<file path="config.mk">
export PLATFORM = sky130hd
export DESIGN_NAME = power_mgmt_control_reg
export DESIGN_NICKNAME = d
export VERILOG_FILES = /design/src/core/pmc_pkg.sv /design/src/core/pmc_sync3.sv /design/src/core/pmc_timer.sv /design/src/core/power_mgmt_control_reg.sv
export SDC_FILE = /design/constraint.sdc
export NUM_CORES = 1
export LEC_CHECK = 0
export BUFFER_PORTS_ARGS = -buffer_cell sky130_fd_sc_hd__buf_2
export CAP_MARGIN = 25
export CORE_UTILIZATION = 40
export CTS_CLUSTER_SIZE = 10
export DETAILED_ROUTE_END_ITERATION = 16
export PLACE_DENSITY = 0.66
export SYNTH_ARGS = -nofsm -noshare
export SYNTH_HDL_FRONTEND = slang
export SYNTH_HIERARCHICAL = 1
export SYNTH_SLANG_ARGS = --single-unit
</file>
<file path="constraint.sdc">
create_clock -name i_clk -period 2.45 [get_ports i_clk]
set_input_delay 0.49 -clock i_clk [delete_from_list [all_inputs] [get_ports i_clk]]
set_output_delay 0.49 -clock i_clk [all_outputs]
set_load 0.02 [all_outputs]
</file>
<file path="src/core/pmc_pkg.sv">
package pmc_pkg;
  localparam logic [7:0] power_mgmt_control_addr = 8'h14;
  localparam int skip_analog_ref_wait_bit = 15;
  localparam int osc_suspend_block_bit = 14;
  localparam int lpi_wake_enable_bit = 13;
  localparam int lpi_wake_flag_bit = 12;
  localparam int mac_domain_reset_bit = 11;
  localparam int resume_clears_wake_flags_bit = 9;
  localparam int resume_clears_wake_enables_bit = 8;
  localparam int device_ready_bit = 7;
  localparam int sleep_mode_lsb = 5;
  localparam int phy_reset_pulse_bit = 4;
  localparam logic [1:0] sleep_mode_reset = 2'h2;
  localparam logic resume_clears_wake_enables_reset = 1'b1;
  localparam logic skip_analog_ref_wait_reset = 1'b0;
  localparam int clk_mhz = 40;
  localparam int phy_reset_min_ms = 4;
  localparam int analog_ref_settle_ms = 100;
  localparam int phy_reset_long_ms = 128;
  localparam int phy_reset_min_cycles = phy_reset_min_ms * clk_mhz * 1000;
  localparam int phy_reset_long_cycles = phy_reset_long_ms * clk_mhz * 1000;
  localparam int settle_cycles = analog_ref_settle_ms * clk_mhz * 1000;
  localparam int cnt_w = 24;
endpackage

</file>
<file path="src/core/pmc_sync3.sv">
`timescale 1ns/10ps
`default_nettype none
module pmc_sync3 (
  input wire logic i_clk,
  input wire logic i_reset_n,
  input wire logic i_async,
  output logic o_level
);
  logic s1_reg, s2_reg, s3_reg;
  always_ff @(posedge i_clk or negedge i_reset_n) begin
    if (!i_reset_n) begin
      s1_reg <= 1'b0;
      s2_reg <= 1'b0;
      s3_reg <= 1'b0;
      o_level <= 1'b0;
    end else begin
      s1_reg <= i_async;
      s2_reg <= s1_reg;
      s3_reg <= s2_reg;
      if (s2_reg == s3_reg) begin
        o_level <= s3_reg;
      end
    end
  end
endmodule // pmc_sync3
`default_nettype wire

</file>
<file path="src/core/pmc_timer.sv">
`timescale 1ns/10ps
`default_nettype none
module pmc_timer (
  input wire logic i_clk,
  input wire logic i_reset_n,
  input wire logic i_start,
  input wire logic [23:0] i_load,
  output logic o_busy
);
  logic [23:0] cnt_reg;
  always_ff @(posedge i_clk or negedge i_reset_n) begin
    if (!i_reset_n) begin
      cnt_reg <= 24'h000000;
    end else if (i_start) begin
      cnt_reg <= i_load;
    end else if (cnt_reg != 24'h000000) begin
      cnt_reg <= cnt_reg - 24'h000001;
    end
  end
  assign o_busy = (cnt_reg != 24'h000000);
endmodule // pmc_timer
`default_nettype wire

</file>
<file path="src/core/power_mgmt_control_reg.sv">
`timescale 1ns/10ps
`default_nettype none
module power_mgmt_control_reg #(
  parameter int phy_reset_min_cycles_p = pmc_pkg::phy_reset_min_cycles,
  parameter int phy_reset_long_cycles_p = pmc_pkg::phy_reset_long_cycles
) (
  input wire logic i_clk,
  input wire logic i_reset_n,
  input wire logic [7:0] i_addr,
  input wire logic [31:0] i_wdata,
  input wire logic i_wr,
  input wire logic i_rd,
  output logic [31:0] o_rdata,
  input wire logic i_lpi_wake_event,
  input wire logic i_resume_done,
  input wire logic i_resume_remote,
  input wire logic i_unconfigured,
  input wire logic i_config_loaded,
  input wire logic i_mac_rx_clk_running,
  input wire logic i_mac_tx_clk_running,
  output logic o_lpi_wake_request,
  output logic o_clear_wake_flags,
  output logic o_clear_wake_cause_bit1,
  output logic o_clear_wake_enables,
  output logic o_osc_suspend_block,
  output logic o_analog_ref_on,
  output logic o_phy_reset,
  output logic o_mac_rx_reset,
  output logic o_mac_tx_reset,
  output logic [1:0] o_sleep_mode,
  output logic o_ready
);
  import pmc_pkg::*;

  ////////////////////////////////////////////////////////////////////////////
  logic skip_wait_reg;
  logic osc_block_reg;
  logic lpi_en_reg;
  logic lpi_flag_reg;
  logic mac_rst_reg;
  logic clr_sts_reg;
  logic clr_en_reg;
  logic phy_reset_pulse_reg;
  logic settle_reg;
  logic [1:0] mode_reg;
  logic rx_run;
  logic tx_run;
  logic phy_busy;
  logic [23:0] phy_load;
  logic mac_rx_reg;
  logic mac_tx_reg;

  wire sel = (i_addr == power_mgmt_control_addr);
  wire wr_hit = i_wr && sel;
  wire remote_done = i_resume_done && i_resume_remote;
  wire clr_flags = remote_done && clr_sts_reg;
  wire clr_enables = remote_done && clr_en_reg;
  wire phy_start = wr_hit && i_wdata[phy_reset_pulse_bit] && !phy_reset_pulse_reg;
  wire flag_wclr = wr_hit && i_wdata[lpi_wake_flag_bit];
  // a reset started by a write follows the reference choice written with it
  wire new_skip = i_wdata[skip_analog_ref_wait_bit];

  // long pulse covers the reference settle time when it was turned off
  assign phy_load = new_skip ? cnt_w'(phy_reset_min_cycles_p)
                             : cnt_w'(phy_reset_long_cycles_p);

  pmc_timer u_phy_timer (
    .i_clk(i_clk),
    .i_reset_n(i_reset_n),
    .i_start(phy_start),
    .i_load(phy_load),
    .o_busy(phy_busy)
  );

  pmc_sync3 u_rx_sync (
    .i_clk(i_clk),
    .i_reset_n(i_reset_n),
    .i_async(i_mac_rx_clk_running),
    .o_level(rx_run)
  );

  pmc_sync3 u_tx_sync (
    .i_clk(i_clk),
    .i_reset_n(i_reset_n),
    .i_async(i_mac_tx_clk_running),
    .o_level(tx_run)
  );

  ////////////////////////////////////////////////////////////////////////////
  // plain read/write configuration bits
  always_ff @(posedge i_clk or negedge i_reset_n) begin
    if (!i_reset_n) begin
      skip_wait_reg <= skip_analog_ref_wait_reset;
    end else if (wr_hit) begin
      skip_wait_reg <= new_skip;
    end
  end

  always_ff @(posedge i_clk or negedge i_reset_n) begin
    if (!i_reset_n) begin
      osc_block_reg <= 1'b0;
    end else if (wr_hit) begin
      osc_block_reg <= i_wdata[osc_suspend_block_bit];
    end
  end

  always_ff @(posedge i_clk or negedge i_reset_n) begin
    if (!i_reset_n) begin
      mac_rst_reg <= 1'b0;
    end else if (wr_hit) begin
      mac_rst_reg <= i_wdata[mac_domain_reset_bit];
    end
  end

  always_ff @(posedge i_clk or negedge i_reset_n) begin
    if (!i_reset_n) begin
      clr_sts_reg <= 1'b0;
    end else if (wr_hit) begin
      clr_sts_reg <= i_wdata[resume_clears_wake_flags_bit];
    end
  end

  always_ff @(posedge i_clk or negedge i_reset_n) begin
    if (!i_reset_n) begin
      clr_en_reg <= resume_clears_wake_enables_reset;
    end else if (wr_hit) begin
      clr_en_reg <= i_wdata[resume_clears_wake_enables_bit];
    end
  end

  // a resume that clears enables wins over a write in the same cycle
  always_ff @(posedge i_clk or negedge i_reset_n) begin
    if (!i_reset_n) begin
      lpi_en_reg <= 1'b0;
    end else if (clr_enables) begin
      lpi_en_reg <= 1'b0;
    end else if (wr_hit) begin
      lpi_en_reg <= i_wdata[lpi_wake_enable_bit];
    end
  end

  // an unconfigured device falls back to sleep state two over any write
  always_ff @(posedge i_clk or negedge i_reset_n) begin
    if (!i_reset_n) begin
      mode_reg <= sleep_mode_reset;
    end else if (i_unconfigured) begin
      mode_reg <= sleep_mode_reset;
    end else if (wr_hit) begin
      mode_reg <= i_wdata[sleep_mode_lsb +: 2];
    end
  end

  always_ff @(posedge i_clk or negedge i_reset_n) begin
    if (!i_reset_n) begin
      lpi_flag_reg <= 1'b0;
    end else if (i_lpi_wake_event) begin
      lpi_flag_reg <= 1'b1;
    end else if (clr_flags || flag_wclr) begin
      lpi_flag_reg <= 1'b0;
    end
  end

  // phy reset stays high until timer expires; settle flag marks reference off
  always_ff @(posedge i_clk or negedge i_reset_n) begin
    if (!i_reset_n) begin
      phy_reset_pulse_reg <= 1'b0;
      settle_reg <= 1'b0;
    end else if (phy_start) begin
      phy_reset_pulse_reg <= 1'b1;
      settle_reg <= !new_skip;
    end else if (phy_reset_pulse_reg && !phy_busy) begin
      phy_reset_pulse_reg <= 1'b0;
      settle_reg <= 1'b0;
    end
  end

  // each domain leaves reset only when its clock is seen running
  always_ff @(posedge i_clk or negedge i_reset_n) begin
    if (!i_reset_n) begin
      mac_rx_reg <= 1'b1;
      mac_tx_reg <= 1'b1;
    end else begin
      mac_rx_reg <= mac_rst_reg || !rx_run;
      mac_tx_reg <= mac_rst_reg || !tx_run;
    end
  end

  always_ff @(posedge i_clk or negedge i_reset_n) begin
    if (!i_reset_n) begin
      o_ready <= 1'b0;
    end else begin
      o_ready <= !phy_reset_pulse_reg && !phy_start && i_config_loaded;
    end
  end

  ////////////////////////////////////////////////////////////////////////////
  wire [31:0] reg_value = {16'h0000, skip_wait_reg, osc_block_reg, lpi_en_reg, lpi_flag_reg,
                           mac_rst_reg, 1'b0, clr_sts_reg, clr_en_reg, o_ready, mode_reg,
                           phy_reset_pulse_reg, 4'h0};

  always_ff @(posedge i_clk or negedge i_reset_n) begin
    if (!i_reset_n) begin
      o_rdata <= 32'h00000000;
    end else if (i_rd && sel) begin
      o_rdata <= reg_value;
    end else begin
      o_rdata <= 32'h00000000;
    end
  end

  assign o_lpi_wake_request = lpi_en_reg && lpi_flag_reg;
  assign o_clear_wake_flags = clr_flags;
  assign o_clear_wake_cause_bit1 = clr_flags;
  assign o_clear_wake_enables = clr_enables;
  assign o_osc_suspend_block = osc_block_reg;
  assign o_analog_ref_on = !phy_reset_pulse_reg || !settle_reg;
  assign o_phy_reset = phy_reset_pulse_reg;
  assign o_mac_rx_reset = mac_rx_reg;
  assign o_mac_tx_reset = mac_tx_reg;
  assign o_sleep_mode = mode_reg;

  ////////////////////////////////////////////////////////////////////////////
  a_flag_set_wins: assert property (@(posedge i_clk) disable iff (!i_reset_n)
    i_lpi_wake_event |=> lpi_flag_reg)
    else $error("idle wake flag lost");
  a_flag_resume_clr: assert property (@(posedge i_clk) disable iff (!i_reset_n)
    clr_flags && !i_lpi_wake_event |=> !lpi_flag_reg)
    else $error("flag not cleared");
  a_flag_write_clr: assert property (@(posedge i_clk) disable iff (!i_reset_n)
    flag_wclr && !i_lpi_wake_event |=> !lpi_flag_reg)
    else $error("flag not cleared by write");
  a_host_resume_keeps: assert property (@(posedge i_clk) disable iff (!i_reset_n)
    i_resume_done && !i_resume_remote |-> !o_clear_wake_flags && !o_clear_wake_enables)
    else $error("host resume cleared wake state");
  a_enable_resume_clr: assert property (@(posedge i_clk) disable iff (!i_reset_n)
    clr_enables |=> !lpi_en_reg)
    else $error("enable not cleared");
  a_enable_write_set: assert property (@(posedge i_clk) disable iff (!i_reset_n)
    wr_hit && !clr_enables && i_wdata[lpi_wake_enable_bit] |=> lpi_en_reg)
    else $error("enable not written");
  a_mac_held_reset: assert property (@(posedge i_clk) disable iff (!i_reset_n)
    mac_rst_reg |=> o_mac_rx_reset && o_mac_tx_reset)
    else $error("mac not in reset");
  a_mac_clock_gate: assert property (@(posedge i_clk) disable iff (!i_reset_n)
    !rx_run |=> o_mac_rx_reset)
    else $error("rx reset released without clock");
  a_tx_clock_gate: assert property (@(posedge i_clk) disable iff (!i_reset_n)
    !tx_run |=> o_mac_tx_reset)
    else $error("tx reset released without clock");
  a_ready_phy_low: assert property (@(posedge i_clk) disable iff (!i_reset_n)
    phy_reset_pulse_reg |=> !o_ready)
    else $error("ready during phy reset");
  a_ready_start_low: assert property (@(posedge i_clk) disable iff (!i_reset_n)
    phy_start |=> !o_ready)
    else $error("ready at phy reset start");
  a_ready_config_low: assert property (@(posedge i_clk) disable iff (!i_reset_n)
    !i_config_loaded |=> !o_ready)
    else $error("ready before config load");
  a_ready_after_phy: assert property (@(posedge i_clk) disable iff (!i_reset_n)
    $fell(phy_reset_pulse_reg) && i_config_loaded && !phy_start |=> o_ready)
    else $error("ready not raised after phy reset");
  a_phy_min_pulse: assert property (@(posedge i_clk) disable iff (!i_reset_n)
    $rose(phy_reset_pulse_reg) |-> phy_reset_pulse_reg[*8])
    else $error("phy reset too short");
  a_phy_hold_busy: assert property (@(posedge i_clk) disable iff (!i_reset_n)
    phy_reset_pulse_reg && phy_busy |=> phy_reset_pulse_reg)
    else $error("phy reset ended early");
  a_mode_unconfig: assert property (@(posedge i_clk) disable iff (!i_reset_n)
    i_unconfigured |=> o_sleep_mode == 2'h2)
    else $error("mode not restored");
  a_mode_write_zero: assert property (@(posedge i_clk) disable iff (!i_reset_n)
    wr_hit && !i_unconfigured && i_wdata[sleep_mode_lsb +: 2] == 2'h0 |=> o_sleep_mode == 2'h0)
    else $error("mode not written");
  a_ref_held_on: assert property (@(posedge i_clk) disable iff (!i_reset_n)
    new_skip && phy_start |=> o_analog_ref_on)
    else $error("reference dropped");
  a_ref_off_wait: assert property (@(posedge i_clk) disable iff (!i_reset_n)
    !new_skip && phy_start |=> !o_analog_ref_on)
    else $error("reference kept on");
  a_osc_follow_write: assert property (@(posedge i_clk) disable iff (!i_reset_n)
    wr_hit && i_wdata[osc_suspend_block_bit] |=> o_osc_suspend_block)
    else $error("crystal hold not written");
  a_reserved_zero: assert property (@(posedge i_clk) disable iff (!i_reset_n)
    o_rdata[31:16] == 16'h0000 && !o_rdata[10] && o_rdata[3:0] == 4'h0)
    else $error("reserved read data bit set");
  a_rdata_idle: assert property (@(posedge i_clk) disable iff (!i_reset_n)
    !(i_rd && sel) |=> o_rdata == 32'h00000000)
    else $error("read data outside read cycle");
endmodule // power_mgmt_control_reg
`default_nettype wire

</file>
## Word-level counts from Yosys, hierarchy flattened

Cells that the tools add are included.

| storage, ports and cells | value |
|---|---|
| input port bits | 51 |
| word-level logic and storage cells | 69 |
| register bits after elaboration | 78 |
| output and inout port bits | 44 |

| operators by class | value |
|---|---|
| equality and inequality tests | 3 |
| reductions and logical operators | 29 |
| muxes and demuxes | 13 |
| add/sub/neg operators | 1 |

Operators with widths:

| operator | count |
|---|---|
| 24-bit 2-to-1 mux | 2 |
| 24-bit nonzero test | 1 |
| 24-bit by 1-bit subtractor with 24-bit output (second input constant) | 1 |
| 23-bit 2-to-1 mux | 1 |
| 16-bit 2-to-1 mux | 1 |
| 1-bit logical AND | 12 |
| 2-bit nonzero test | 5 |
| 8-bit by 5-bit equality test with 1-bit output (second input constant) | 1 |
| 1-bit zero test | 7 |
| 1-bit 2-to-1 mux | 7 |
| 1-bit logical OR | 4 |
| 2-bit 2-to-1 mux | 2 |
| 1-bit equality test | 2 |

## Logic depth before layout (Yosys ltp)

| logic depth | value |
|---|---|
| word-level depth | 7 |
| depth in mapped cells | 9 |
| gate-level depth less buffers | 9 |

## Modules after synthesis

Netlist, hierarchy kept.

By module, submodules not included:

| module | sequential area each (µm²) | area each (µm²) | times used | cells each |
|---|---|---|---|---|
| pmc_timer | 600.6 | 1508.9 | 1 | 162 |
| power_mgmt_control_reg | 630.6 | 1192.4 | 1 | 105 |
| pmc_sync3 | 100.1 | 111.4 | 2 | 5 |

## Least setup slack after synthesis

Ideal clock, no wire load.

| timing path | value |
|---|---|
| path kind | input port to flip-flop |
| start | input i_addr[7] |
| end | register u_phy_timer.cnt_reg[15] |
| stages | 7 |
| required time | 2.310 ns |
| path slack | -0.030 ns |
| path buffers | 3 |
| library setup time | 0.140 ns |
| arrival time | 2.340 ns |
| path through | or4_4 -> nor3_4 -> buf_6 -> and3_1 -> clkbuf_1 -> clkbuf_1 -> o21ai_0 |

| on the way | value |
|---|---|
| longest elaborated chain between the ends | 5 |
| elaborated cells between the ends (all ways) | 6 |
| classes of those cells | 1 x eq/ne; 1 x mux; 4 x reduce/logical |

RTL lines:

| item | RTL line | RTL |
|---|---|---|
| from (decl) | power_mgmt_control_reg.sv:9 | `input wire logic [7:0] i_addr,` |
| 8-bit by 5-bit equality test with 1-bit output * | power_mgmt_control_reg.sv:53 | `wire sel = (i_addr == power_mgmt_control_addr);` |
| 1-bit logical AND * | power_mgmt_control_reg.sv:54 | `wire wr_hit = i_wr && sel;` |
| 1-bit logical AND * (2 in series) | power_mgmt_control_reg.sv:58 | `wire phy_start = wr_hit && i_wdata[phy_reset_pulse_bit] && !phy_reset_pulse_reg;` |
| named net phy_start | power_mgmt_control_reg.sv:58 |  |
| 24-bit 2-to-1 mux or 2-bit nonzero test (tied branches) | n/a |  |
| to (signal assigned) | pmc_timer.sv:15 | `cnt_reg <= i_load;` |
| to (signal assigned) | pmc_timer.sv:17 | `cnt_reg <= cnt_reg - 24'h000001;` |
| to (decl) | pmc_timer.sv:10 | `logic [23:0] cnt_reg;` |

The timed path passes the listed nets; every way through them passes the cells marked *.
A chain may end at the register's enable or synchronous reset.

## Final worst setup path

| timing path | value |
|---|---|
| start | register u_phy_timer.cnt_reg[0] |
| end | register u_phy_timer.cnt_reg[16] |

| on the way | value |
|---|---|
| longest elaborated chain between the ends | 3 |
| elaborated cells between the ends (all ways) | 5 |
| classes of those cells | 1 x add/sub; 2 x mux; 2 x reduce/logical |

RTL lines:

| item | RTL line | RTL |
|---|---|---|
| 24-bit by 1-bit subtractor with 24-bit output | pmc_timer.sv:17 |  |
| 24-bit 2-to-1 mux | pmc_timer.sv:16 | `end else if (cnt_reg != 24'h000000) begin` |
| 24-bit 2-to-1 mux | pmc_timer.sv:14 | `end else if (i_start) begin` |

Parallel ways exist; a longest one is shown, timed or not. The select of a mux whose other input is x is not followed.

==> out/qor.csv <==
metric;value;unit
Seq pwr share;51.1;%
Setup crit end kind;flop;
top-area cell type share of the netlist area;45.36;%
MaxCap Viol Count;0;
worst-margin pin slew;603.7;ps
Die H;87.50;um
final setup vio count;0;
Final period util;83.42;%
power per cell area;665.0;mW/mm^2
drt pass-1 iters;4;
HPWL Detailed;4184;um
combinational power share;16.4;%
CP max FO;4;
dominant synthesized flop cell;dfrtp_1;
Pins Over Slew Limit;0;
Multi-input gate area;0.001379;mm^2
path type of the worst setup path;reg -> reg;
max incr delay on CP;530;ps
synth top area cells;dfrtp_1, buf_4, nand2_1;
maximum clock rate;489.3;MHz
CTS Buffer Depth;2;
CP required;2700;ps
RSZ-0062 raised after global routing;no;
Hold WC Path Type;in -> async;
Layout Skew;6.684;ps
Synth Cell Area;0.002924;mm^2
internal power;1.590;mW
post-synthesis instance total;277;
Max H-tree Level;3;
Slew HR;59.75;%
DRC;0;
Switching Fraction;31.38;%
gr usage total;17.30;%
number of fill cells;661;
drt wl/cell;12.60;um
share of cells above drive strength 1;30.56;%
Post-DRT Antenna Nets;0;
largest net degree at the start of global routing;28;
Worst-Skew Late Latency;340;ps
routed wire length;5744;um
diode count;0;
EDFF count, synth;0;
Starting Density;42.11;%
routability congestion estimate;0.7788;
core area;0.006944;mm^2
critical path startpoint category;flop;
Hold Slack;158.9;ps
die area;0.007656;mm^2
critical path cell sequence;inv_1 > ha_1 > or3b_2 > nor3_2 > nand2_1 > xor2_1 > o31ai_2;
critical path's top delay family;simple AND/OR/NAND/NOR gates;
Psw;726.9;uW
Buf+Inv Stages, Crit Path;1;
Port Buffers;51;
outcome;finished, final reports clean;
top-count cell post-synth;dfrtp_1;
Area growth syn-to-layout;19.13;%
Seq/Total Area, Yosys;48.95;%
CTS tree;built;
clk root buf;clkbuf_8;
Num CTS Buffers;9;
Sink Count;57;
Max VDD drop;0.2985;mV
Die Width;87.50;um
drt initial violations;102;
Yosys top cell by area;dfrtp_1;
flops & latches, synth;57;
vias;2108;
antenna violations before repair;0;
setup total negative slack;0;ps
P_leak;1.504;nW
max reg flops;24;
syn avg cell area;10.56;um^2
crit path time final;2044;ps
Synth Warn #;6;
first-pass GRT wire length;9963;um
Hold-fix buffers, CTS;0;
clk slew on worst S/H paths;70;ps
register area;0.001431;mm^2
Clock power frac;32.5;%
CP arrival;2300;ps
final hold violation count;0;
post-CTS setup buffer count;0;
Vias/cell;4.623;
FP Rows;30;
Synth top cells by count;dfrtp_1, nand2_1, buf_4;
number of global-route vias before repair;2080;
nets;408;
Distinct cells, synth;50;
post-CTS resize count;0;
Top-Level Pins;95;
GRT Residual Overflow;0;
Critical Path Slowest Stage Cell;or3b_2;
Async SR Flop Fraction;100.0;%
-- power groups by stage --
stage	logic, mW	clock network, mW	registers, mW
finish	0.379	0.754	1.18
global route	0.434	0.817	1.20
CTS	0.383	0.777	1.18
detailed placement	0.382	0	1.20
global placement	0.370	0	1.19
floorplan	0.304	0	1.18
-- layer usage --
layer	GRT usage (%)	up-vias	routed length (um)
met3	3.697	8	175
met2	28.34	43	2819
met4	7.601	0	77
met5	0	-	0
li1	-	1054	-
met1	22.11	1003	2672
-- through the flow --
step           worst slack [ps]  cell area (um^2)  power, mW  cells  util [%]
2_1_floorplan             39.46              3064      1.481    314         -
3_3_place_gp              256.3              3311      1.563    440     47.68
3_5_place_dp              245.4              3311      1.580    440     47.68
4_1_cts                   409.1              3483      2.343    456     50.16
5_1_grt                   261.5              3483      2.453    456     50.16
6_report                  406.1              3483      2.317    456     50.16
-- worst register-to-register path, stage by stage, from the launching register on --
cell and delay (ps):
dfrtp_1 420, inv_1 130, ha_1 200, or3b_2 530, nor3_2 260, nand2_1 110
xor2_1 160, o31ai_2 170
-- final timing paths --
check,from,end,slack [ps],depth (start not counted)
max in group asynchronous,i_reset_n,o_sleep_mode[1],1570,2
worst max-delay path,u_phy_timer/cnt_reg[0],u_phy_timer/cnt_reg[16],410,7
worst min register to register,u_tx_sync/s1_reg,u_tx_sync/s2_reg,350,0
worst max register to register,u_phy_timer/cnt_reg[0],u_phy_timer/cnt_reg[16],410,7
worst min-delay path,i_reset_n,o_rdata[7],160,1
min in group i_clk,i_mac_tx_clk_running,u_tx_sync/s1_reg,260,1
-- cell usage in the layout (no fill, tap or decap), drive strengths merged, types with 4 or more instances in the layout --
cell,count
mux2,9
clkbuf,10
nor4,8
nor3,12
and2,12
inv,12
conb,39
buf,60
o31ai,9
dfstp,4
xnor2,9
nor2,13
nand2,33
o21ai,18
or4,6
nand3,5
dfrtp,53
xor2,8
mux2i,4
nand2b,4
-- layout make-up --
type	count	share of cell area, %
Clock buffer	10	3.664
Inverter	12	1.293
Multi-Input combinational cell	215	39.58
Clock inverter	6	1.293
Tap cell	96	3.448
Sequential cell	57	41.09
Timing Repair Buffer	60	9.626
-- kinds of logic after synthesis --
group | share of synthesized area, %
other cells | 0.2568
mux | 5.092
xor+xnor | 5.092
buf+inv | 8.643
fa+ha+maj | 1.626
compound gates | 9.286
simple gates | 21.05
flops | 48.95
Power figures use the tool's default switching activity.
